[src/timer_pkg.sv]
// Function
// - Sixteen-bit counter readable by software as separate low and high byte registers.
// - Flag carry out of the low byte and overflow of the full count.
// - Both overflow flags live in the timer interrupt flag register.
// - Prescaler divides its input by 1, 2, 4 or 8 from a two-bit field.
// - Two-bit source field picks oscillator over twelve, external input, or stop.
// - External input sampled at two phases per machine cycle; low then high counts.
// - Late-phase detection advances the prescaler two machine cycles later.
// - Early-phase detection advances the prescaler in the very next machine cycle.
// - Writing clock source or prescale selection clears the prescaler.
// - Software cannot clear the counter; only chip or external reset does.
// - External timer reset acts only while its enable bit is set.
// - Chip reset and enabled external reset clear prescaler and counter.
// - One interrupt request, raised by low overflow, full overflow, both or neither.
`default_nettype none

package timer_pkg;

    // ------------------------------------------------------------------
    // Register map
    // ------------------------------------------------------------------
    localparam int          ADDR_W             = 3;
    localparam int          DATA_W             = 8;
    localparam int          COUNT_W            = 16;
    localparam logic [2:0]  ADDR_COUNT_LOW     = 3'h0;
    localparam logic [2:0]  ADDR_COUNT_HIGH    = 3'h1;
    localparam logic [2:0]  ADDR_TIMER_CONTROL = 3'h2;
    localparam logic [2:0]  ADDR_TIMER_IRQ_FLAG = 3'h3;
    localparam logic [2:0]  ADDR_IRQ_MASK      = 3'h4;

    // ------------------------------------------------------------------
    // Field layouts and selections
    // ------------------------------------------------------------------
    typedef struct packed {
        logic [1:0] irq_sel;
        logic       rsvd;
        logic       ext_reset_enable;
        logic       prescale_sel_bit1;
        logic       prescale_sel_bit0;
        logic       clock_source_sel_bit1;
        logic       clock_source_sel_bit0;
    } timer_ctrl_t;

    typedef struct packed {
        logic [5:0] rsvd;
        logic       full_overflow_flag;
        logic       low_byte_overflow_flag;
    } irq_flags_t;

    localparam logic [1:0]  SRC_STOP           = 2'h0;
    localparam logic [1:0]  SRC_OSC_DIV12      = 2'h1;
    localparam logic [1:0]  SRC_EXTERNAL       = 2'h2;
    localparam logic [1:0]  DIV_BY_1           = 2'h0;
    localparam logic [1:0]  DIV_BY_2           = 2'h1;
    localparam logic [1:0]  DIV_BY_4           = 2'h2;
    localparam logic [1:0]  IRQ_SEL_NONE       = 2'h0;
    localparam logic [1:0]  IRQ_SEL_LOW        = 2'h1;
    localparam logic [1:0]  IRQ_SEL_FULL       = 2'h2;
    localparam logic [1:0]  IRQ_SEL_BOTH       = 2'h3;

    localparam timer_ctrl_t CTRL_RESET         = 8'h00;
    localparam irq_flags_t  FLAGS_RESET        = 8'h00;
    localparam irq_flags_t  MASK_RESET         = 8'h00;

    // ------------------------------------------------------------------
    // Machine cycle timing
    // ------------------------------------------------------------------
    localparam int          MC_PHASES          = 12;
    localparam logic [3:0]  PH_ADVANCE         = 4'h0;
    localparam logic [3:0]  PH_EARLY_SAMPLE    = 4'h2;
    localparam logic [3:0]  PH_LATE_SAMPLE     = 4'h8;
    localparam logic [3:0]  PH_LAST            = 4'hb;
    localparam logic [7:0]  LOW_BYTE_ONES      = 8'hff;
    localparam logic [15:0] COUNT_ONES         = 16'hffff;

endpackage

`default_nettype wire

[src/sync_2ff.sv]
`timescale 1ns/10ps
`default_nettype none

module sync_2ff #(
    parameter int WIDTH = 1
) (
    input  wire logic             i_mclk,     // System clock.
    input  wire logic             i_sys_rst,  // Synchronous reset, active high.
    input  wire logic [WIDTH-1:0] i_async,    // Inputs from outside the clock domain.
    output var  logic [WIDTH-1:0] o_sync      // Synchronised copies.
);

    logic [WIDTH-1:0] meta;

    always_ff @(posedge i_mclk) begin
        if (i_sys_rst) begin
            meta   <= '0;
            o_sync <= '0;
        end else begin
            meta   <= i_async;
            o_sync <= meta;
        end
    end

endmodule

`default_nettype wire

[src/prescaled_timebase_counter.sv]
// The address-and-strobe port and the placing of the registers were chosen for this implementation.
`timescale 1ns/10ps
`default_nettype none

module prescaled_timebase_counter
    import timer_pkg::*;
#(
    parameter int PRESC_W = 3
) (
    input  wire logic              i_mclk,                  // System clock, 100 MHz.
    input  wire logic              i_sys_rst,               // Synchronous chip reset, active high.
    input  wire logic [ADDR_W-1:0] i_addr,                  // Register address.
    input  wire logic [DATA_W-1:0] i_wdata,                 // Register write data.
    input  wire logic              i_wr,                    // Write strobe.
    input  wire logic              i_rd,                    // Read strobe.
    output var  logic [DATA_W-1:0] o_rdata,                 // Read data, one cycle after the strobe.
    input  wire logic              i_ext_count_input,       // External count pin.
    input  wire logic              i_ext_timer_reset_input, // External timer reset pin, active high.
    output logic                   o_irq                    // Level interrupt request.
);

    // ------------------------------------------------------------------
    // Pin synchronisation
    // ------------------------------------------------------------------
    logic [1:0] pins_sync;
    logic       ext_count_s;
    logic       ext_reset_s;

    sync_2ff #(
        .WIDTH (2)
    ) u_pin_sync (
        .i_mclk    (i_mclk),
        .i_sys_rst (i_sys_rst),
        .i_async   ({i_ext_timer_reset_input, i_ext_count_input}),
        .o_sync    (pins_sync)
    );

    assign ext_count_s = pins_sync[0];
    assign ext_reset_s = pins_sync[1];

    // ------------------------------------------------------------------
    // State
    // ------------------------------------------------------------------
    timer_ctrl_t        timer_control_reg;
    irq_flags_t         timer_irq_flag_reg;
    irq_flags_t         irq_mask_reg;
    logic [COUNT_W-1:0] count;
    logic [PRESC_W-1:0] presc_cnt;
    logic [3:0]         phase;
    logic               last_sample;
    logic               adv_pending_late;
    logic               adv_fire;
    logic               early_seen;
    logic               late_seen;

    // ------------------------------------------------------------------
    // Register bus decode
    // ------------------------------------------------------------------
    wire ctrl_write  = i_wr && (i_addr == ADDR_TIMER_CONTROL);
    wire mask_write  = i_wr && (i_addr == ADDR_IRQ_MASK);
    wire flags_read  = i_rd && (i_addr == ADDR_TIMER_IRQ_FLAG);

    wire [1:0] clock_source = {timer_control_reg.clock_source_sel_bit1,
                               timer_control_reg.clock_source_sel_bit0};
    wire [1:0] prescale     = {timer_control_reg.prescale_sel_bit1,
                               timer_control_reg.prescale_sel_bit0};

    // ------------------------------------------------------------------
    // Machine cycle phases and external sampling
    // ------------------------------------------------------------------
    // The system clock stands in for the oscillator, so one machine cycle
    // spans twelve clocks and each phase is one clock.
    wire cycle_end      = (phase == PH_LAST);
    wire at_advance     = (phase == PH_ADVANCE);
    wire at_early       = (phase == PH_EARLY_SAMPLE);
    wire at_late        = (phase == PH_LATE_SAMPLE);
    wire sample_now     = at_early || at_late;
    wire rising_seen    = sample_now && !last_sample && ext_count_s;
    wire early_hit      = rising_seen && at_early;
    wire late_hit       = rising_seen && at_late;
    wire ext_advance    = adv_fire && at_advance;

    wire [3:0] next_phase = cycle_end ? PH_ADVANCE : phase + 4'h1;

    // Detections are held until the machine cycle ends. An early one fires in
    // the next machine cycle, a late one waits one more in the pending stage.
    wire next_early_seen = !cycle_end && (early_seen || early_hit);
    wire next_late_seen  = !cycle_end && (late_seen || late_hit);
    wire next_adv_fire   = cycle_end ? (early_seen || adv_pending_late) : adv_fire;
    wire next_pending    = cycle_end ? late_seen : adv_pending_late;

    // ------------------------------------------------------------------
    // Prescaler and counter
    // ------------------------------------------------------------------
    wire presc_in = (clock_source == SRC_OSC_DIV12) ? at_advance :
                    (clock_source == SRC_EXTERNAL)  ? ext_advance : 1'b0;

    wire [PRESC_W-1:0] div_mask = (prescale == DIV_BY_1) ? PRESC_W'(0) :
                                  (prescale == DIV_BY_2) ? PRESC_W'(1) :
                                  (prescale == DIV_BY_4) ? PRESC_W'(3) : PRESC_W'(7);

    wire count_tick     = presc_in && ((presc_cnt & div_mask) == div_mask);
    wire ext_reset_hit  = timer_control_reg.ext_reset_enable && ext_reset_s;
    wire presc_clear    = ext_reset_hit || ctrl_write;

    wire [PRESC_W-1:0] next_presc_cnt = presc_clear ? '0 :
                                        presc_in    ? presc_cnt + PRESC_W'(1) : presc_cnt;

    // Counter has no software write path; only the resets clear it.
    wire [COUNT_W-1:0] next_count = ext_reset_hit ? '0 :
                                    count_tick    ? count + COUNT_W'(1) : count;

    // ------------------------------------------------------------------
    // Overflow flags and interrupt
    // ------------------------------------------------------------------
    wire low_ovf_set  = count_tick && !ext_reset_hit && (count[7:0] == LOW_BYTE_ONES);
    wire full_ovf_set = count_tick && !ext_reset_hit && (count == COUNT_ONES);

    irq_flags_t flag_set;
    irq_flags_t next_flags;

    assign flag_set   = {6'h00, full_ovf_set, low_ovf_set};
    // A read clears the flags, but an overflow in that same cycle survives.
    assign next_flags = (flags_read ? FLAGS_RESET : timer_irq_flag_reg) | flag_set;

    wire [1:0] irq_src_en = (timer_control_reg.irq_sel == IRQ_SEL_LOW)  ? 2'h1 :
                            (timer_control_reg.irq_sel == IRQ_SEL_FULL) ? 2'h2 :
                            (timer_control_reg.irq_sel == IRQ_SEL_BOTH) ? 2'h3 : 2'h0;

    wire [1:0] irq_active = {timer_irq_flag_reg.full_overflow_flag,
                             timer_irq_flag_reg.low_byte_overflow_flag}
                            & {irq_mask_reg.full_overflow_flag, irq_mask_reg.low_byte_overflow_flag}
                            & irq_src_en;

    assign o_irq = |irq_active;

    // ------------------------------------------------------------------
    // Read data
    // ------------------------------------------------------------------
    timer_ctrl_t ctrl_wr_value;

    assign ctrl_wr_value      = timer_ctrl_t'(i_wdata);

    wire [DATA_W-1:0] read_mux =
        (i_addr == ADDR_COUNT_LOW)      ? count[7:0] :
        (i_addr == ADDR_COUNT_HIGH)     ? count[15:8] :
        (i_addr == ADDR_TIMER_CONTROL)  ? DATA_W'(timer_control_reg) :
        (i_addr == ADDR_TIMER_IRQ_FLAG) ? DATA_W'(timer_irq_flag_reg) :
        (i_addr == ADDR_IRQ_MASK)       ? DATA_W'(irq_mask_reg) : 8'h00;

    // ------------------------------------------------------------------
    // Registers
    // ------------------------------------------------------------------
    always_ff @(posedge i_mclk) begin
        if (i_sys_rst) begin
            phase            <= PH_ADVANCE;
            last_sample      <= 1'b0;
            adv_pending_late <= 1'b0;
            adv_fire         <= 1'b0;
            early_seen       <= 1'b0;
            late_seen        <= 1'b0;
        end else begin
            phase            <= next_phase;
            last_sample      <= sample_now ? ext_count_s : last_sample;
            adv_pending_late <= next_pending;
            early_seen       <= next_early_seen;
            late_seen        <= next_late_seen;
            adv_fire         <= cycle_end ? next_adv_fire : (adv_fire && !at_advance);
        end
    end

    always_ff @(posedge i_mclk) begin
        if (i_sys_rst) begin
            count     <= '0;
            presc_cnt <= '0;
        end else begin
            count     <= next_count;
            presc_cnt <= next_presc_cnt;
        end
    end

    always_ff @(posedge i_mclk) begin
        if (i_sys_rst) begin
            timer_control_reg  <= CTRL_RESET;
            irq_mask_reg       <= MASK_RESET;
            timer_irq_flag_reg <= FLAGS_RESET;
        end else begin
            if (ctrl_write) begin
                timer_control_reg      <= ctrl_wr_value;
                timer_control_reg.rsvd <= 1'b0;
            end
            if (mask_write) begin
                irq_mask_reg      <= irq_flags_t'(i_wdata);
                irq_mask_reg.rsvd <= 6'h00;
            end
            timer_irq_flag_reg <= next_flags;
        end
    end

    always_ff @(posedge i_mclk) begin
        if (i_sys_rst) begin
            o_rdata <= 8'h00;
        end else begin
            o_rdata <= i_rd ? read_mux : 8'h00;
        end
    end

    // ------------------------------------------------------------------
    // Assertions
    // ------------------------------------------------------------------
    count_wrap_a: assert property (
        @(posedge i_mclk) disable iff (i_sys_rst)
        (count_tick && !ext_reset_hit && count == COUNT_ONES) |=> (count == 16'h0000)
    ) else $error("Counter did not wrap to zero.");

    low_ovf_flag_a: assert property (
        @(posedge i_mclk) disable iff (i_sys_rst)
        (low_ovf_set) |=> timer_irq_flag_reg.low_byte_overflow_flag
    ) else $error("Low byte overflow flag not set.");

    full_ovf_flag_a: assert property (
        @(posedge i_mclk) disable iff (i_sys_rst)
        (count_tick && !ext_reset_hit && count == COUNT_ONES)
        |=> (timer_irq_flag_reg.full_overflow_flag && timer_irq_flag_reg.low_byte_overflow_flag)
    ) else $error("Full overflow did not set both flags.");

    flag_hold_a: assert property (
        @(posedge i_mclk) disable iff (i_sys_rst)
        (timer_irq_flag_reg.full_overflow_flag && !flags_read)
        |=> timer_irq_flag_reg.full_overflow_flag
    ) else $error("Overflow flag dropped without a read.");

    ext_reset_clear_a: assert property (
        @(posedge i_mclk) disable iff (i_sys_rst)
        (timer_control_reg.ext_reset_enable && ext_reset_s)
        |=> (count == 16'h0000 && presc_cnt == '0)
    ) else $error("External reset did not clear counter and prescaler.");

    ext_reset_ignored_a: assert property (
        @(posedge i_mclk) disable iff (i_sys_rst)
        (!timer_control_reg.ext_reset_enable && count_tick)
        |=> (count == $past(count) + 16'h0001)
    ) else $error("Disabled external reset disturbed counting.");

    presc_clear_a: assert property (
        @(posedge i_mclk) disable iff (i_sys_rst)
        ctrl_write |=> (presc_cnt == '0)
    ) else $error("Control write did not clear the prescaler.");

    stop_hold_a: assert property (
        @(posedge i_mclk) disable iff (i_sys_rst)
        (clock_source == SRC_STOP && !ext_reset_hit) |=> (count == $past(count))
    ) else $error("Counter moved with the clock stopped.");

    early_adv_a: assert property (
        @(posedge i_mclk) disable iff (i_sys_rst)
        early_hit |-> ##10 ext_advance
    ) else $error("Early detection did not advance in the next cycle.");

    late_adv_a: assert property (
        @(posedge i_mclk) disable iff (i_sys_rst)
        late_hit |-> (!ext_advance) [*4] ##13 ext_advance
    ) else $error("Late detection did not advance two cycles later.");

    div_ratio_a: assert property (
        @(posedge i_mclk) disable iff (i_sys_rst)
        (count_tick && prescale == DIV_BY_2 && !presc_clear) |=> !presc_cnt[0]
    ) else $error("Divide by two did not restart its pair after a tick.");

    irq_read_a: assert property (
        @(posedge i_mclk) disable iff (i_sys_rst)
        (flags_read && !low_ovf_set && !full_ovf_set) |=> !o_irq
    ) else $error("Interrupt stayed high after flags were read.");

    read_low_a: assert property (
        @(posedge i_mclk) disable iff (i_sys_rst)
        (i_rd && i_addr == ADDR_COUNT_LOW) |=> (o_rdata == $past(count[7:0]))
    ) else $error("Low byte read returned the wrong value.");

endmodule

`default_nettype wire

[config.mk]
export PLATFORM = sky130hd
export DESIGN_NAME = prescaled_timebase_counter
export DESIGN_NICKNAME = d
export VERILOG_FILES = /design/src/timer_pkg.sv /design/src/sync_2ff.sv /design/src/prescaled_timebase_counter.sv
export SDC_FILE = /design/constraint.sdc
export NUM_CORES = 1
export LEC_CHECK = 0
export BUFFER_PORTS_ARGS = -buffer_cell sky130_fd_sc_hd__buf_2
export CORE_MARGIN = 2
export CORE_UTILIZATION = 40
export DETAILED_ROUTE_END_ITERATION = 6
export PLACE_DENSITY = 0.61
export SYNTH_ARGS = -nofsm -noshare
export SYNTH_HDL_FRONTEND = slang
export SYNTH_HIERARCHICAL = 1
export SYNTH_SLANG_ARGS = --single-unit
[constraint.sdc]
create_clock -name i_mclk -period 5.28 [get_ports i_mclk]
set_clock_uncertainty 0.1 [all_clocks]
set_input_delay 0.528 -clock i_mclk [delete_from_list [all_inputs] [get_ports i_mclk]]
set_output_delay 0.528 -clock i_mclk [all_outputs]
set_load 0.02 [all_outputs]
# --- After elaboration in Yosys (flattened, before gate mapping) ---
# Cells that the tools add are included.
classes:
  reduce_logical: 33
  n_addsub: 3
  eq_ne: 17
  bitwise: 5
  mux: 15
op_table:
  columns: ["operator", "n"]
  rows:
  - ["two-way mux 8 bit", 5]
  - ["adder 16 x 1 -> 16 bit, second input constant", 1]
  - ["== test 16 bit, second input constant", 1]
  - ["logical AND 1 bit", 16]
  - ["OR reduction 2 bit", 5]
  - ["two-way mux 3 bit", 3]
  - ["== test 2 bit, second input constant", 4]
  - ["== test 4 bit, second input constant", 2]
  - ["== test 8 bit, second input constant", 1]
  - ["two-way mux 2 bit", 4]
  - ["OR 8 x 2 -> 8 bit", 1]
  - ["== test 2 x 1 -> 1 bit, second input constant", 3]
  - ["== test 3 x 2 -> 1 bit, second input constant", 2]
  - ["logical OR 1 bit", 5]
  - ["adder 4 x 1 -> 4 bit, second input constant", 1]
  - ["AND 2 bit", 2]
  - ["== test 4 x 2 -> 1 bit, second input constant", 1]
  - ["zero test 1 bit", 4]
  - ["zero test 4 bit", 1]
  - ["adder 3 x 1 -> 3 bit, second input constant", 1]
  - ["AND 3 bit", 1]
  - ["== test 3 x 1 -> 1 bit, second input constant", 1]
  - ["== test 3 bit", 1]
  - ["== test 3 bit, second input constant", 1]
  - ["other kinds (4)", 6]
totals:
  output_inout_bits: 9
  elab_cells: 95
  reg_bits: 57
  in_bits: 17

# --- Longest topological paths before layout ---
depth:
  ltp_word: 10
  ltp_mapped: 8
  depth_no_buf: 7

# --- Hierarchy ---
# The synthesis kept the hierarchy.
by_module_without_submodules:
  columns: ["mod", "cells_each", "instances", "area_each_um2", "seq_area_each_um2"]
  rows:
  - ["prescaled_timebase_counter", 240, 1, 2125.8, 940.9]
  - ["sync_2ff", 8, 1, 105.1, 80.1]

# --- Least setup slack after synthesis ---
# Ideal clock, no wire load.
synth_path:
  kind: "flip-flop to flip-flop"
  from: "register phase[0]"
  to: "register count[10]"
  stages_incl_launch_ff: 8
  path_slack_ns: 3.208
  path_buffers: 0
  t_required_ns: 5.109
  synth_period_minus_slack_ns: 2.072
  arrival_time_ns: 1.901
  cell_sequence: "dfxtp_1 > inv_1 > ha_1 > or3b_4 > a21oi_4 > nand3_2 > or4_1 > a21oi_1"
synth_between:
  elab_chain_len: 5
synth_rtl:
  columns: ["item", "line", "text"]
  rows:
  - ["start: declaration", "prescaled_timebase_counter.sv:49", "logic [3:0] phase;"]
  - ["start signal: assignment", "prescaled_timebase_counter.sv:163", "phase <= next_phase;"]
  - ["zero test 4 bit (*)", "prescaled_timebase_counter.sv:74", "wire at_advance = (phase == PH_ADVANCE);"]
  - ["logical AND 1 bit", "prescaled_timebase_counter.sv:81", "wire ext_advance = adv_fire && at_advance;"]
  - ["two-way mux 1 bit", "prescaled_timebase_counter.sv:96", "(clock_source == SRC_EXTERNAL) ? ext_advance : 1'b0;"]
  - ["two-way mux 1 bit (*)", "prescaled_timebase_counter.sv:95", "wire presc_in = (clock_source == SRC_OSC_DIV12) ? at_advance :"]
  - ["logical AND 1 bit (*)", "prescaled_timebase_counter.sv:102", "wire count_tick = presc_in && ((presc_cnt & div_mask) == div_mask);"]
  - ["end signal: assignment", "prescaled_timebase_counter.sv:177", "count <= next_count;"]
  - ["end: declaration", "prescaled_timebase_counter.sv:47", "logic [COUNT_W-1:0] count;"]
# Every way passes the cells marked *; elsewhere a longest branch is shown, timed or not.
# A chain may end at the register's enable or synchronous reset.

# --- Worst setup path after layout ---
# Same ends and word-level chain as after synthesis.

==> qor.csv <==
stage,metric,value,unit
run_status,outcome,"complete, no violations",
sta,slew margin rel.,0.5629,
routing,routed length per instance,13.07,um
job,Max Cap Viol,0,
clock_network,CTS resizes,0,
clock_network,clock latency on the worst-skew pair,0.30,ns
clock_network,worst-case clock buffer depth,2,
synth,synth unique cells,42,
routing,vias,1772,
routing,Via density,5.181,
clock_network,H-tree depth,2,
hold_path,Hold Path Cell Cnt,2,
setup_path,Crit Path Max Fanout,12,
synth,Synth top area share,0.4577,
synth,ys async rst share,0,
sta,minimum clock period,2.455,ns
setup_path,Critical Path RT,5.41,ns
clock_network,CTS tree,done,
sta,"Slew Viols, Final",0,
clock_network,setup bufs post-CTS,0,
global_route,pin count of the biggest net entering global routing,23,
synth,Synth Flop Type,dfxtp_1,
cells_and_area,Final Util,0.4638,
setup_path,Crit Path Category,reg2reg,
synth,number of synthesized flops with an enable pin,0,
synth,post-synthesis net count,270,
global_route,grt ovf,0,
synth,ranking of synthesized cells by area,"dfxtp_1 46%, mux2i_1 7.6%, nor2_1 6.1%",
clock_network,# clock sinks,51,
sta,Setup TNS,0,ns
hold_path,worst hold path class,in2reg,
die,row count,27,
setup_path,Critical Path Start Type,flop,
sta,"Hold Vio Cnt, Final",0,
pwr,Clk pwr share,0.387,
routing,WL final,4469,um
global_route,antenna violations before repair,0,
global_route,vias in the first global route,1623,
placement,number of buffers added on ports,24,
routing,router iterations before antenna repair,4,
die,Die Ht,78.68,um
clock_network,hold buffers post-CTS,0,
cells_and_area,Antenna diodes,0,
sta,# setup viols final,0,
pwr,VDD IR-drop max,0.00009737,V
setup_path,CP Capture Type,flop,
routing,post-route ant nets,0,
setup_path,worst reg-to-reg path cell count,7,
synth,mapped cell area,2231,um2
placement,Placer Congestion,0.8388,
cells_and_area,post-route non-filler standard cell count,342,
die,Die Area,6191,um2
routing,DRC viols,0,
pwr,power share of the combinational group,0.064,
sta,RSZ-0062 raised after global routing,no,
die,die width,78.68,um
pwr,Leakage Power,0.9739,nW
synth,post-synthesis sequential area ratio,0.4577,
die,core area,5439,um2
cells_and_area,"commonest cells after routing, fill and taps aside","51 x dfxtp_1, 36 x nor2_1, 24 x buf_2",
synth,"area leader, netlist",dfxtp_1,
clock_network,CTS root buf,clkbuf_8,
sta,Worst Tran Pin Value,0.6466,ns
die,# IOs,26,
synth,Mapped Cells,248,
cells_and_area,synth-to-layout area growth,13.07,%
synth,Post-Syn Area per Cell,8.996,um2
clock_network,CTS buffer count,5,
clock_network,Worst-path clk slew,0.09,ns
routing,Iteration-0 DRC Markers,86,
cells_and_area,share of cells above drive strength 1,0.1481,
global_route,first-pass GRT wire length,7686,um
cells_and_area,biggest regs,"count: 16 flops, o_rdata: 8 flops, phase: 4 flops",
cells_and_area,filler instances,534,
cells_and_area,Top reg by flops,count,
placement,Post-DP HPWL,3276,um
setup_path,Worst Path Arrival,2.58,ns
pwr,Sequential Power Share,0.549,
global_route,Total GRT Usage,0.1596,
sta,Final period util,0.4649,
cells_and_area,"commonest non-fill, non-tap cell in the layout",dfxtp_1,
synth,Yosys Warn Count,6,
pwr,P per Cell Area,285.9,nW/um2
die,Starting Density,0.4102,
synth,"flops & latches, synth",51,
pwr,Switching Power,0.1581,mW
pwr,Internal,0.5630,mW
placement,post-placement cell count,334,
cells_and_area,number of flip-flops in the largest register,16,
cells_and_area,Nets,291,
sta,Achievable Freq,407.4,MHz
pwr,sw frac,0.2193,
worst max-delay path, stage by stage, from the launching register on:
cell and delay [ns]:
dfxtp_1 0.34, inv_1 0.08, ha_1 0.20, or3b_4 0.41
a21oi_4 0.27, nand3_2 0.27, or4_1 0.56, a21oi_1 0.14
cells in the mapped netlist (2+ instances only):
master,count
dfxtp_1,51
nor3_1,3
a41oi_1,2
nand2_1,14
xor2_1,7
o22ai_1,2
nor2b_1,7
o2bb2ai_1,4
o211a_1,2
a21oi_1,14
inv_1,8
buf_2,2
mux2i_1,17
nand3_1,8
nor2_1,36
nand4_1,4
buf_1,2
nand3_2,2
clkbuf_1,7
ha_1,5
o21ai_0,15
o31ai_1,3
and4_1,3
nand2b_1,2
a21boi_0,2
or4_1,2
or3_1,9
power by group through the flow:
stage / combinational [mW] / clock, mW / sequential, mW
6_report: 0.0463 / 0.279 / 0.396
5_1_grt: 0.0530 / 0.306 / 0.397
3_3_place_gp: 0.0463 / 0 / 0.405
2_1_floorplan: 0.0320 / 0 / 0.404
4_1_cts: 0.0468 / 0.287 / 0.396
3_5_place_dp: 0.0467 / 0 / 0.405
kinds of logic (layout without fill, tap and decap cells):
kind of cell             after synthesis  in the layout  synth area share
AO/OA/AOI/OAI                         51             51            0.1492
XOR/XNOR                               8              8           0.03141
adder cells (fa/ha/maj)                5              5           0.02804
buffers and inverters                 19             41           0.03309
flip-flops                            51             51            0.4577
multiplexers                          17             17           0.07627
AND/OR/NAND/NOR                       97             97            0.2243
path summary, 6_finish.rpt:
path                                               startpoint  slack [ns]                         endpoint
worst max-delay path                      phase[0]$_SDFF_PP0_        2.83           count[10]$_SDFFE_PP0P_
worst min-delay path                        i_ext_count_input        0.33    u_pin_sync/meta[0]$_SDFF_PP0_
worst max register to register            phase[0]$_SDFF_PP0_        2.83           count[10]$_SDFFE_PP0P_
worst min register to register  u_pin_sync/meta[1]$_SDFF_PP0_        0.35  u_pin_sync/o_sync[1]$_SDFF_PP0_
per-layer routing:
metal / part of all wire / vias to the layer above / global-route usage
li1: - / 914 / -
met5: 0 / - / 0
met3: 0.043 / 7 / 0.04598
met2: 0.44 / 32 / 0.2521
met4: 0.019 / 0 / 0.05789
met1: 0.50 / 819 / 0.2068
area by class of cell:
class                      count  area (um2)  area share
tap                           72       90.09     0.03571
timing repair buffer          25       127.6     0.05060
inverter                       8       30.03     0.01190
clock buffer                   6       82.58     0.03274
sequential                    51        1021      0.4048
multi-input combinational    178        1136      0.4504
clock inverter                 2       35.03     0.01389
per-stage QoR:
stage	power [mW]	hold WS, ns	setup WS, ns	cell area (um2)
after floorplan	0.4364	0.3138	3.208	2231
after global placement	0.4510	0.3157	2.850	2405
after detailed placement	0.4515	0.3267	2.824	2405
after CTS	0.7295	0.3266	2.803	2522
after global routing	0.7558	0.3284	2.679	2522
final	0.7212	0.3299	2.826	2522
(Power assumes the default switching activity.)
